File: config.mk
export PLATFORM = sky130hd
export DESIGN_NAME = ascs_top
export DESIGN_NICKNAME = d
export VERILOG_FILES = /design/src/logic/ascs_pkg.sv /design/src/logic/ascs_top.sv
export SDC_FILE = /design/constraint.sdc
export NUM_CORES = 1
export LEC_CHECK = 0
export BUFFER_PORTS_ARGS = -buffer_cell sky130_fd_sc_hd__buf_2
export CAP_MARGIN = 20
export CORE_MARGIN = 2
export CORE_UTILIZATION = 55
export CTS_CLUSTER_DIAMETER = 120
export DETAILED_ROUTE_END_ITERATION = 8
export PLACE_DENSITY = 0.78
export SYNTH_ARGS = -nofsm -noshare
export SYNTH_HDL_FRONTEND = slang
export SYNTH_SLANG_ARGS = --single-unit
File: constraint.sdc
create_clock -name core_clk -period 2.19 [get_ports core_clk]
set_input_delay 0.438 -clock core_clk [delete_from_list [all_inputs] [get_ports core_clk]]
set_output_delay 0.438 -clock core_clk [all_outputs]
set_load 0.005 [all_outputs]
File: src/logic/ascs_pkg.sv
package ascs_pkg;
  // ************************************************************
  // register map
  // ************************************************************
  localparam logic [7:0] CTRL_ONE_OFS   = 8'h00;
  localparam logic [7:0] CTRL_TWO_OFS   = 8'h04;
  localparam logic [7:0] CTRL_THREE_OFS = 8'h08;
  localparam logic [7:0] IRQ_FLAG_OFS   = 8'h0c;
  localparam logic [7:0] BUF_BASE_OFS   = 8'h40;
  // ************************************************************
  // field positions
  // ************************************************************
  localparam int ON_POS       = 15;
  localparam int TRIG_LSB     = 5;
  localparam int STOP_POS     = 4;
  localparam int AUTO_POS     = 2;
  localparam int SAMPLE_POS   = 1;
  localparam int DONE_POS     = 0;
  localparam int OFFSET_CAL_ENABLE_POS   = 12;
  localparam int SPI_LSB      = 2;
  localparam int STC_LSB      = 0;
  localparam int TAD_DIV_LSB  = 8;
  localparam int IRQ_POS      = 1;
  // ************************************************************
  // values after reset and counts
  // ************************************************************
  localparam logic [31:0] CTRL_RST = 32'h0000_0000;
  localparam logic [7:0]  DIV_RST  = 8'h00;
  localparam logic [3:0]  CONV_TADS = 4'hc;
  localparam logic [2:0]  TRIG_SW    = 3'h0;
  localparam logic [2:0]  TRIG_CLKD  = 3'h7;
  localparam int          BUF_WORDS  = 16;
  localparam int          RES_W      = 10;

  typedef enum logic [1:0] {
    ST_IDLE    = 2'b00,
    ST_SAMPLE  = 2'b01,
    ST_CONVERT = 2'b11
  } ascs_state_t;

  typedef struct packed {
    logic       on;
    logic [2:0] trig_src;
    logic       stop_after_seq;
    logic       auto_sample;
    logic       sample;
    logic       done;
  } ascs_ctl_t;
endpackage

File: src/logic/ascs_top.sv
`timescale 1ns/1ns
// Functional notes
// - offset calibration bit forces both sample-and-hold inputs to analog ground
// - calibration conversions are stored into the result buffer like normal results
// - clearing calibration bit restores normal input selection
// - auto-clear: after one sequence hardware clears auto-sample and sets irq flag
// - hardware never clears the auto-clear bit itself
// - auto-clear works regardless of interrupt enable or mask
// - completion bit set when a conversion sequence finishes
// - manual mode: completion bit stays set until software clears it
// - auto mode: completion bit cleared when next acquisition starts
// - irq flag latched at sequence end, held until cleared
// - trigger 000: software clearing sample bit ends acquisition, starts conversion
// - auto-sample returns to acquisition after each conversion
// - auto acquisition sets the sample bit itself
// - trigger 111: count sample-time TAD periods then start conversion
// - auto-sample bit starts sampling, selected trigger starts conversion
// - a conversion takes twelve TAD periods
// - clearing module enable aborts conversion, buffer left unchanged
// - samples-per-interrupt plus one conversions per sequence
// - manual mode: clearing sample bit ends acquisition except under 111, converts only for 000
module ascs_top (
  input  wire logic                    core_clk,
  input  wire logic                    arst_n,
  input  wire logic                    ce,
  input  wire logic [7:0]              addr,
  input  wire logic [31:0]             wdata,
  input  wire logic                    we,
  input  wire logic                    re,
  output logic [31:0]                  rdata,
  input  wire logic [ascs_pkg::RES_W-1:0] core_result,
  input  wire logic                    ext_trigger,
  output logic                         sh_to_ground,
  output logic                         sampling,
  output logic                         converting
);
  import ascs_pkg::*;

  // ************************************************************
  // state
  // ************************************************************
  ascs_ctl_t          ctl_r, ctl_nxt;
  logic               offset_cal_r, offset_cal_nxt;
  logic [3:0]         spi_r, spi_nxt;
  logic [4:0]         stc_r, stc_nxt;
  logic [7:0]         div_r, div_nxt;
  logic               irq_r, irq_nxt;
  ascs_state_t        state_r, state_nxt;
  logic [8:0]         tad_cnt_r, tad_cnt_nxt;
  logic [4:0]         sample_bit_cnt_r, sample_bit_cnt_nxt;
  logic [3:0]         conv_cnt_r, conv_cnt_nxt;
  logic [3:0]         seq_cnt_r, seq_cnt_nxt;
  logic [3:0]         ptr_r, ptr_nxt;
  logic [RES_W-1:0]   buf_r [BUF_WORDS];
  logic [31:0]        rdata_r, rdata_nxt;
  logic               sh_gnd_r, sampling_r, converting_r;
  logic [2:0]         sync_r;
  logic               trig_lvl_r, trig_lvl_nxt;
  logic               tad_tick, store, seq_end, trig_rise;
  logic               wr_one, wr_two, wr_three, wr_irq;

  function automatic logic hit(input logic [7:0] a, input logic [7:0] ofs);
    hit = (a == ofs);
  endfunction

  assign wr_one   = we && hit(addr, CTRL_ONE_OFS);
  assign wr_two   = we && hit(addr, CTRL_TWO_OFS);
  assign wr_three = we && hit(addr, CTRL_THREE_OFS);
  assign wr_irq   = we && hit(addr, IRQ_FLAG_OFS);

  // ************************************************************
  // external trigger, three stages, accepted when last two agree
  // ************************************************************
  always_comb begin
    trig_lvl_nxt = (sync_r[1] == sync_r[2]) ? sync_r[2] : trig_lvl_r;
    trig_rise    = (sync_r[1] == sync_r[2]) && sync_r[2] && !trig_lvl_r;
  end

  // ************************************************************
  // tad divider, period 2*(div+1) core clocks
  // ************************************************************
  always_comb begin
    tad_tick    = (tad_cnt_r == {div_r, 1'b1});
    tad_cnt_nxt = (tad_tick || !ctl_r.on) ? 9'h000 : tad_cnt_r + 9'h001;
  end

  // ************************************************************
  // sequencer and registers
  // ************************************************************
  always_comb begin
    ctl_nxt        = ctl_r;
    offset_cal_nxt = offset_cal_r;
    spi_nxt        = spi_r;
    stc_nxt        = stc_r;
    div_nxt        = div_r;
    irq_nxt        = irq_r;
    state_nxt      = state_r;
    sample_bit_cnt_nxt   = sample_bit_cnt_r;
    conv_cnt_nxt   = conv_cnt_r;
    seq_cnt_nxt    = seq_cnt_r;
    ptr_nxt        = ptr_r;
    store          = 1'b0;
    seq_end        = 1'b0;
    if (wr_one) begin
      ctl_nxt.on             = wdata[ON_POS];
      ctl_nxt.trig_src       = wdata[TRIG_LSB +: 3];
      ctl_nxt.stop_after_seq = wdata[STOP_POS];
      ctl_nxt.auto_sample    = wdata[AUTO_POS];
      ctl_nxt.sample         = wdata[SAMPLE_POS];
      ctl_nxt.done           = wdata[DONE_POS];
    end
    if (wr_two) begin
      offset_cal_nxt = wdata[OFFSET_CAL_ENABLE_POS];
      spi_nxt        = wdata[SPI_LSB +: 4];
    end
    if (wr_three) begin
      stc_nxt = wdata[STC_LSB +: 5];
      div_nxt = wdata[TAD_DIV_LSB +: 8];
    end
    if (wr_irq) begin
      irq_nxt = wdata[IRQ_POS];
    end
    case (state_r)
      ST_IDLE: begin
        sample_bit_cnt_nxt = 5'h00;
        conv_cnt_nxt = 4'h0;
        if (ctl_r.on && ctl_r.auto_sample) begin
          ctl_nxt.sample = 1'b1;
          ctl_nxt.done   = 1'b0;
          state_nxt      = ST_SAMPLE;
        end else if (ctl_r.on && ctl_r.sample) begin
          state_nxt = ST_SAMPLE;
        end
      end
      ST_SAMPLE: begin
        if (!ctl_r.on) begin
          state_nxt = ST_IDLE;
        end else if (ctl_r.trig_src == TRIG_CLKD) begin
          if (tad_tick) begin
            sample_bit_cnt_nxt = sample_bit_cnt_r + 5'h01;
          end
          // a zero count behaves as one tad; software must not rely on it
          if (tad_tick && (sample_bit_cnt_r + 5'h01 >= stc_r)) begin
            ctl_nxt.sample = 1'b0;
            state_nxt      = ST_CONVERT;
          end
        end else if (!ctl_r.sample) begin
          // trigger 000 converts; any other source just ends the acquisition
          state_nxt = (ctl_r.trig_src == TRIG_SW) ? ST_CONVERT : ST_IDLE;
        end else if (trig_rise) begin
          ctl_nxt.sample = 1'b0;
          state_nxt      = ST_CONVERT;
        end
      end
      ST_CONVERT: begin
        if (!ctl_r.on) begin
          state_nxt = ST_IDLE;
        end else if (tad_tick) begin
          conv_cnt_nxt = conv_cnt_r + 4'h1;
          if (conv_cnt_r == CONV_TADS - 4'h1) begin
            store     = 1'b1;
            state_nxt = ST_IDLE;
            ptr_nxt   = ptr_r + 4'h1;
            seq_cnt_nxt = seq_cnt_r + 4'h1;
            if (seq_cnt_r == spi_r) begin
              seq_end     = 1'b1;
              seq_cnt_nxt = 4'h0;
              ptr_nxt     = 4'h0;
            end
          end
        end
      end
      default: begin
        state_nxt = ST_IDLE;
      end
    endcase
    if (seq_end) begin
      // hardware set wins over a same-cycle software clear
      ctl_nxt.done = 1'b1;
      irq_nxt      = 1'b1;
      if (ctl_r.stop_after_seq) begin
        ctl_nxt.auto_sample = 1'b0;
      end
    end
  end

  // ************************************************************
  // read data, one cycle after the strobe
  // ************************************************************
  always_comb begin
    rdata_nxt = 32'h0000_0000;
    if (re) begin
      if (hit(addr, CTRL_ONE_OFS)) begin
        rdata_nxt[ON_POS]         = ctl_r.on;
        rdata_nxt[TRIG_LSB +: 3]  = ctl_r.trig_src;
        rdata_nxt[STOP_POS]       = ctl_r.stop_after_seq;
        rdata_nxt[AUTO_POS]       = ctl_r.auto_sample;
        rdata_nxt[SAMPLE_POS]     = ctl_r.sample;
        rdata_nxt[DONE_POS]       = ctl_r.done;
      end else if (hit(addr, CTRL_TWO_OFS)) begin
        rdata_nxt[OFFSET_CAL_ENABLE_POS]     = offset_cal_r;
        rdata_nxt[SPI_LSB +: 4]   = spi_r;
      end else if (hit(addr, CTRL_THREE_OFS)) begin
        rdata_nxt[STC_LSB +: 5]     = stc_r;
        rdata_nxt[TAD_DIV_LSB +: 8] = div_r;
      end else if (hit(addr, IRQ_FLAG_OFS)) begin
        rdata_nxt[IRQ_POS] = irq_r;
      end else if (addr[7:6] == BUF_BASE_OFS[7:6]) begin
        rdata_nxt[RES_W-1:0] = buf_r[addr[5:2]];
      end
    end
  end

  always_ff @(posedge core_clk or negedge arst_n) begin
    if (!arst_n) begin
      ctl_r        <= ascs_ctl_t'(CTRL_RST[7:0]);
      offset_cal_r <= 1'b0;
      spi_r        <= 4'h0;
      stc_r        <= 5'h00;
      div_r        <= DIV_RST;
      irq_r        <= 1'b0;
      state_r      <= ST_IDLE;
      tad_cnt_r    <= 9'h000;
      sample_bit_cnt_r   <= 5'h00;
      conv_cnt_r   <= 4'h0;
      seq_cnt_r    <= 4'h0;
      ptr_r        <= 4'h0;
      rdata_r      <= 32'h0000_0000;
      sh_gnd_r     <= 1'b0;
      sampling_r   <= 1'b0;
      converting_r <= 1'b0;
      sync_r       <= 3'h0;
      trig_lvl_r   <= 1'b0;
      for (int i = 0; i < BUF_WORDS; i++) begin
        buf_r[i] <= '0;
      end
    end else if (ce) begin
      ctl_r        <= ctl_nxt;
      offset_cal_r <= offset_cal_nxt;
      spi_r        <= spi_nxt;
      stc_r        <= stc_nxt;
      div_r        <= div_nxt;
      irq_r        <= irq_nxt;
      state_r      <= state_nxt;
      tad_cnt_r    <= tad_cnt_nxt;
      sample_bit_cnt_r   <= sample_bit_cnt_nxt;
      conv_cnt_r   <= conv_cnt_nxt;
      seq_cnt_r    <= seq_cnt_nxt;
      ptr_r        <= ptr_nxt;
      rdata_r      <= rdata_nxt;
      sh_gnd_r     <= offset_cal_nxt;
      sampling_r   <= (state_nxt == ST_SAMPLE);
      converting_r <= (state_nxt == ST_CONVERT);
      sync_r       <= {sync_r[1:0], ext_trigger};
      trig_lvl_r   <= trig_lvl_nxt;
      if (store) begin
        buf_r[ptr_r] <= core_result;
      end
    end
  end

  assign rdata        = rdata_r;
  assign sh_to_ground = sh_gnd_r;
  assign sampling     = sampling_r;
  assign converting   = converting_r;
endmodule

# == Yosys cells after proc, flatten, opt, wreduce, memory -nomap -nowiden ==
# Cells that the tools add are included.
# classes
addsub,5
n_mux,76
shift,0
multipliers,0
n_lt_le_gt_ge,4
n_eq_ne,18
bitwise,2
reduce_logical,28
div,0
# ops
operator,count
bitwise mux 160 bit,1
two-way mux 10 bit,9
binary-select mux 10 bit (select 4 bit),1
demux 10 bit (select 4 bit),1
two-way mux 2 bit,14
two-way mux 1 bit,26
two-way mux 4 bit,6
two-way mux 5 bit,4
equality test 8 x 4 -> 1 bit (second input constant),2
two-way mux 16 bit,1
adder 4 x 1 -> 4 bit (second input constant),3
two-way mux 3 bit,4
two-way mux 6 bit,2
AND reduction 2 bit,6
>= comparator 5 bit (second input constant),2
logical AND 1 bit,10
inequality test 2 bit (second input constant),5
inverter 4 -> 5 bit,2
one-hot mux 5 bit (2 select lines),1
AND reduction 5 bit,2
adder 9 x 1 -> 9 bit (second input constant),1
equality test 9 bit,1
two-way mux 9 bit,1
equality test 8 x 3 -> 1 bit (second input constant),1
21 further kinds,27
# word_totals
ff_bits,237
mem_count,0
word_cells,171
ram_bits,0
output_inout_bits,35
rom_bits,0
latchBits,0
in_bits,56

# == Depth between registers and ports, before layout ==
# depth
word_depth,15
depth_mapped,9
ltp_nobuf,9

# == Least setup slack after synthesis ==
# Ideal clock, no wire load.
# synth_path
kind,input to register
from,input port addr[3]
to,register rdata_r[8] (netlist: rdata[8])
path_slack_ps,-129
required_ps,2062
arrival_time_ps,2191
n_path_buf,3
setup_time_ps,128
stages,8
cell_sequence,clkbuf_1 > clkbuf_1 > buf_1 > mux4_2 > nand2_1 > nand2_1 > a222oi_1 > nand2_1
# synth_between
elab_chain_len,15
elab_cells_between_ends,19
classes_between,eq/ne: 3; mux: 14; bitwise: 1; reduce/logical: 1
# synth_rtl
element,line_no,rtl
from (decl),ascs_top.sv:26,"input wire logic [7:0] addr,"
inverter 4 -> 5 bit (implied by the code),ascs_top.sv:209,rdata_nxt[RES_W-1:0] = buf_r[addr[5:2]];
binary-select mux 10 bit (select 4 bit),ascs_top.sv:209,
two-way mux 10 bit (implied by the code) (2 in series),ascs_top.sv:209,
two-way mux 10 bit,ascs_top.sv:208,end else if (addr[7:6] == BUF_BASE_OFS[7:6]) begin
two-way mux 10 bit,ascs_top.sv:206,"end else if (hit(addr, IRQ_FLAG_OFS)) begin"
two-way mux 10 bit,ascs_top.sv:203,"end else if (hit(addr, CTRL_THREE_OFS)) begin"
two-way mux 10 bit,ascs_top.sv:200,"end else if (hit(addr, CTRL_TWO_OFS)) begin"
two-way mux 10 bit,ascs_top.sv:193,"if (hit(addr, CTRL_ONE_OFS)) begin"
two-way mux 10 bit,ascs_top.sv:192,if (re) begin
two-way mux 8 bit,ascs_top.sv:206,
two-way mux 2 bit,ascs_top.sv:203,
two-way mux 6 bit,ascs_top.sv:200,
two-way mux 7 bit (*),ascs_top.sv:193,
two-way mux 16 bit (*),ascs_top.sv:192,
to (signal assigned),ascs_top.sv:250,rdata_r <= rdata_nxt;
to (decl),ascs_top.sv:55,"logic [31:0] rdata_r, rdata_nxt;"
# Every way passes the cells marked *; elsewhere a longest branch is shown, timed or not. The select of a mux whose other input is x is not followed.
# A chain may end at the register's enable or synchronous reset.

# == Worst setup path in the final report ==
# layout_path
from,register div_r[1]
to,register buf_r[148] in the netlist's numbering
# layout_between
elab_chain_len,5
# layout_rtl
element,line_no,rtl
from (decl),ascs_top.sv:46,"logic [7:0] div_r, div_nxt;"
from (signal assigned),ascs_top.sv:242,div_r <= div_nxt;
equality test 9 bit,ascs_top.sv:83,"tad_tick = (tad_cnt_r == {div_r, 1'b1});"
two-way mux 1 bit,ascs_top.sv:158,end else if (tad_tick) begin
two-way mux 1 bit,ascs_top.sv:156,if (!ctl_r.on) begin
two-way mux 1 bit,ascs_top.sv:123,case (state_r)
AND reduction 2 bit (no source line),-,
"to (signal, indexed assignment)",ascs_top.sv:257,buf_r[ptr_r] <= core_result;
to (decl),ascs_top.sv:54,logic [RES_W-1:0] buf_r [BUF_WORDS];
# No other way between the ends.

==> run_results.csv <==
group,metric,value,unit
placed_design,io_buffers,58,
die,die_h,149,um
die,io_pins,91,
timing,min_period_over_period,104,%
timing,slew_violations,0,
cts,cts_tree,"built",
cts,cts_buffers,26,
layout,nets,1094,
status,status,"complete, but fails checks",
job,drv_cap,0,
layout,area_delta_synth_final,21.1,%
route,wirelength,28700,um
layout,drive_above_1_share,44.3,%
worst_setup_path,end_kind,"flop",
route,via_per_inst,6.04,
min_path,hold_class,"in -> reg",
yosys,ys_ff_latch,237,
die,rows,53,
global_route,antenna_found_initial,0,
yosys,ys_seq_area_share,51.2,%
cts,clock-root-buffer,"clkbuf_16",
yosys,synth_ff_type,"dfrtp_1",
die,dieArea,22200,um2
worst_setup_path,path_class,"reg -> reg",
route,drt_iter0_markers,509,
yosys,ys_async_sr_fraction,100,%
worst_setup_path,reg2reg_depth,7,
min_path,hold_start,"wdata[10]",
die,start_util,55.7,%
worst_setup_path,r2r_setup_slack,-0.1,ns
timing,rsz0062_at_grt,"true",
pwr,p_leak,6.91,nW
timing,relSlewSlack,57.9,%
cts,cts.reportedPaths.clkPinSlew,0.06,ns
timing,setup_ws,-0.0966,ns
pwr,power,9.40,mW
yosys,ys_warn_count,0,
worst_setup_path,start_kind,"flop",
worst_setup_path,cp_max_fo,13,
timing,tightestPinTransition,0.626,ns
worst_setup_path,r2r_end,"buf_r[148]$_DFFE_PN0P_",
timing,fin_setup_tns,-3.73,ns
timing,final-hold-violation-count,0,
yosys,syn_inst,888,
global_route,grt_pass1_vias,8298,
timing,skew,0.0248,ns
timing,fmax,437,MHz
route,route.detailed.drc,0,
yosys,yosysUniqueCellTypes,61,
route,wl_per_cell,21.7,um
pwr,max-vdd-ir-drop,629,uV
timing,finalSetupViolCount,120,
min_path,hold_end,"div_r[2]$_DFFE_PN0P_",
global_route,grt_overflow,0,
worst_setup_path,arrival,2.70,ns
cts,clockBufferDepth,3,
yosys,syn_area,11600,um2
route,antenna_left,0,
yosys,avgSynthCellArea,13.1,um2
route,vias,7968,
placed_design,dpl.hpwl,19400,um
global_route,grt_pass1_wl,45900,um
die,core_area,20800,um2
min_path,min_path_cells,2,
status,failed_checks,"setup timing",
placed_design,gp_congestion,0.877,
cts,htreeDepth,1,
cts,cts_sinks,237,
pwr,power.density,670,nW/um2
route,first_pass_iters,6,
timing,final.min_clock_period,2.29,ns
layout,fill_cells,1459,
global_route,track_usage,26.6,%
die,die_w,149,um
global_route,grt_max_degree,58,
yosys,synth_edf_count,0,
cts,clock_latency,0.54,ns
worst_setup_path,r2r-start,"div_r[1]$_DFFE_PN0P_",
worst_setup_path,worstPathRequired,2.60,ns
## worst max-delay path, cell delays in order, from the launching register on
cell and delay (ns):
dfrtp_1 0.39, xor2_1 0.20, or4_4 0.56, nor4_4 0.21, buf_12 0.20, buf_6 0.14
nand3_4 0.14, mux2_2 0.34
## sequential cells by signal, summed over array words and instances (netlist names), 5 cells and up
register	flops
tad_cnt_r	9
div_r	8
stc_r	5
ctl_r	8
buf_r	160
sample_bit_cnt_r	5
rdata	16
## cell type report
| type | instances | area [um2] | share of cell area [%] |
|---|---|---|---|
| sequential | 237 | 5930 | 42.3 |
| multi-input combinational | 590 | 5510 | 39.3 |
| timing repair buffer | 155 | 1320 | 9.39 |
| clock buffer | 38 | 766 | 5.46 |
| tap | 275 | 344 | 2.45 |
| clock inverter | 10 | 113 | 0.802 |
| inverter | 14 | 52.6 | 0.374 |
| antenna | 1 | 2.50 | 0.0178 |
## cells in the mapped netlist, types with 3 or more instances
master	instances	area [um2]
dfrtp_1	237	5930
mux2_2	191	2150
nand2_1	71	267
clkbuf_1	32	120
mux4_2	32	721
nand3_1	24	120
mux2i_1	22	220
nor2_1	22	82.6
o21ai_0	19	95.1
buf_4	17	128
a22oi_1	15	113
ha_1	14	175
inv_1	13	48.8
nor2b_1	11	68.8
a21oi_1	10	50.1
nand3_2	10	100
a22o_1	9	78.8
nor3_1	9	45.0
xnor2_1	9	78.8
o2bb2ai_1	8	70.1
or4_1	8	60.1
buf_2	7	35.0
nand2b_1	7	43.8
xor2_1	7	61.3
buf_1	6	22.5
nand3b_1	6	45.0
a211oi_1	5	37.5
and3_1	5	31.3
nand4_1	5	31.3
a21o_1	4	30.0
a32oi_1	4	35.0
nor4_4	4	85.1
a31oi_1	3	18.8
nand3_4	3	52.6
o221ai_1	3	26.3
## power breakdown
group / switching, mW / internal, mW / total, mW
Combinational: 0.362 / 0.209 / 0.570
Clock: 1.81 / 2.57 / 4.38
Sequential: 0.0370 / 4.42 / 4.45
## cell families after synthesis
family,synth area share (%)
other,0.0324
multiplexers,26.7
adder cells (fa/ha/maj),1.51
AO/OA/AOI/OAI,6.27
buffers and inverters,3.26
AND/OR/NAND/NOR,9.86
flip-flops,51.2
XOR/XNOR,1.21
## repair_timing
item | in CTS | in global routing
resized for setup | 15 | 17
setup buffers | 2 | 3
gates cloned | 1 | 0
hold endpoints to repair | 52 | 0
pin swaps | 4 | 6
hold buffers | 1 | 0
endpoints found under the setup margin | 125 | 144
## worst max-delay path by stage
stage,endpoint,slack [ns],cells after the start,from
floorplan,buf_r[130]$_DFFE_PN0P_,0.005,7,tad_cnt_r[2]$_DFFE_PN0P_
global placement,rdata[2]$_DFFE_PN0P_,-0.15,6,addr[6]
detailed placement,rdata[2]$_DFFE_PN0P_,-0.20,6,addr[6]
CTS,buf_r[148]$_DFFE_PN0P_,-0.09,7,div_r[1]$_DFFE_PN0P_
global route,buf_r[148]$_DFFE_PN0P_,-0.16,7,tad_cnt_r[7]$_DFFE_PN0P_
finish,buf_r[148]$_DFFE_PN0P_,-0.1,7,div_r[1]$_DFFE_PN0P_
## layer usage
metal	GRT usage, %	vias up	share of wire, %
met4	10.1	0	3.9
met5	0	-	0
met2	44.0	258	49
met1	35.7	4088	41
li1	-	3539	-
met3	4.04	83	5.3
## cell usage in the layout (no fill, tap or decap), drive strengths merged, types with 6 or more instances in the layout
master	count
nand3b	6
xor2	7
o21ai	19
mux2	191
ha	14
mux4	32
dfrtp	237
o2bb2ai	8
or4	9
xnor2	9
inv	15
buf	154
clkbuf	38
conb	16
nand3	38
nor4	7
a21oi	10
nor2b	11
nor2	22
nor3	9
nand2b	7
a22oi	15
mux2i	22
a22o	9
nand2	71
## per-stage QoR
stage	area, um2	hold slack (ns)	worst slack [ns]	std cells	utilization (%)
floorplan	11700	0.142	0.00521	903	-
global placement	13000	0.397	-0.146	1266	62.2
global route	14000	0.139	-0.159	1319	67.4
finish	14000	0.150	-0.0966	1320	67.4
detailed placement	13000	0.399	-0.201	1266	62.2
CTS	13900	0.133	-0.0927	1318	66.9
(Power assumes the default switching activity.)
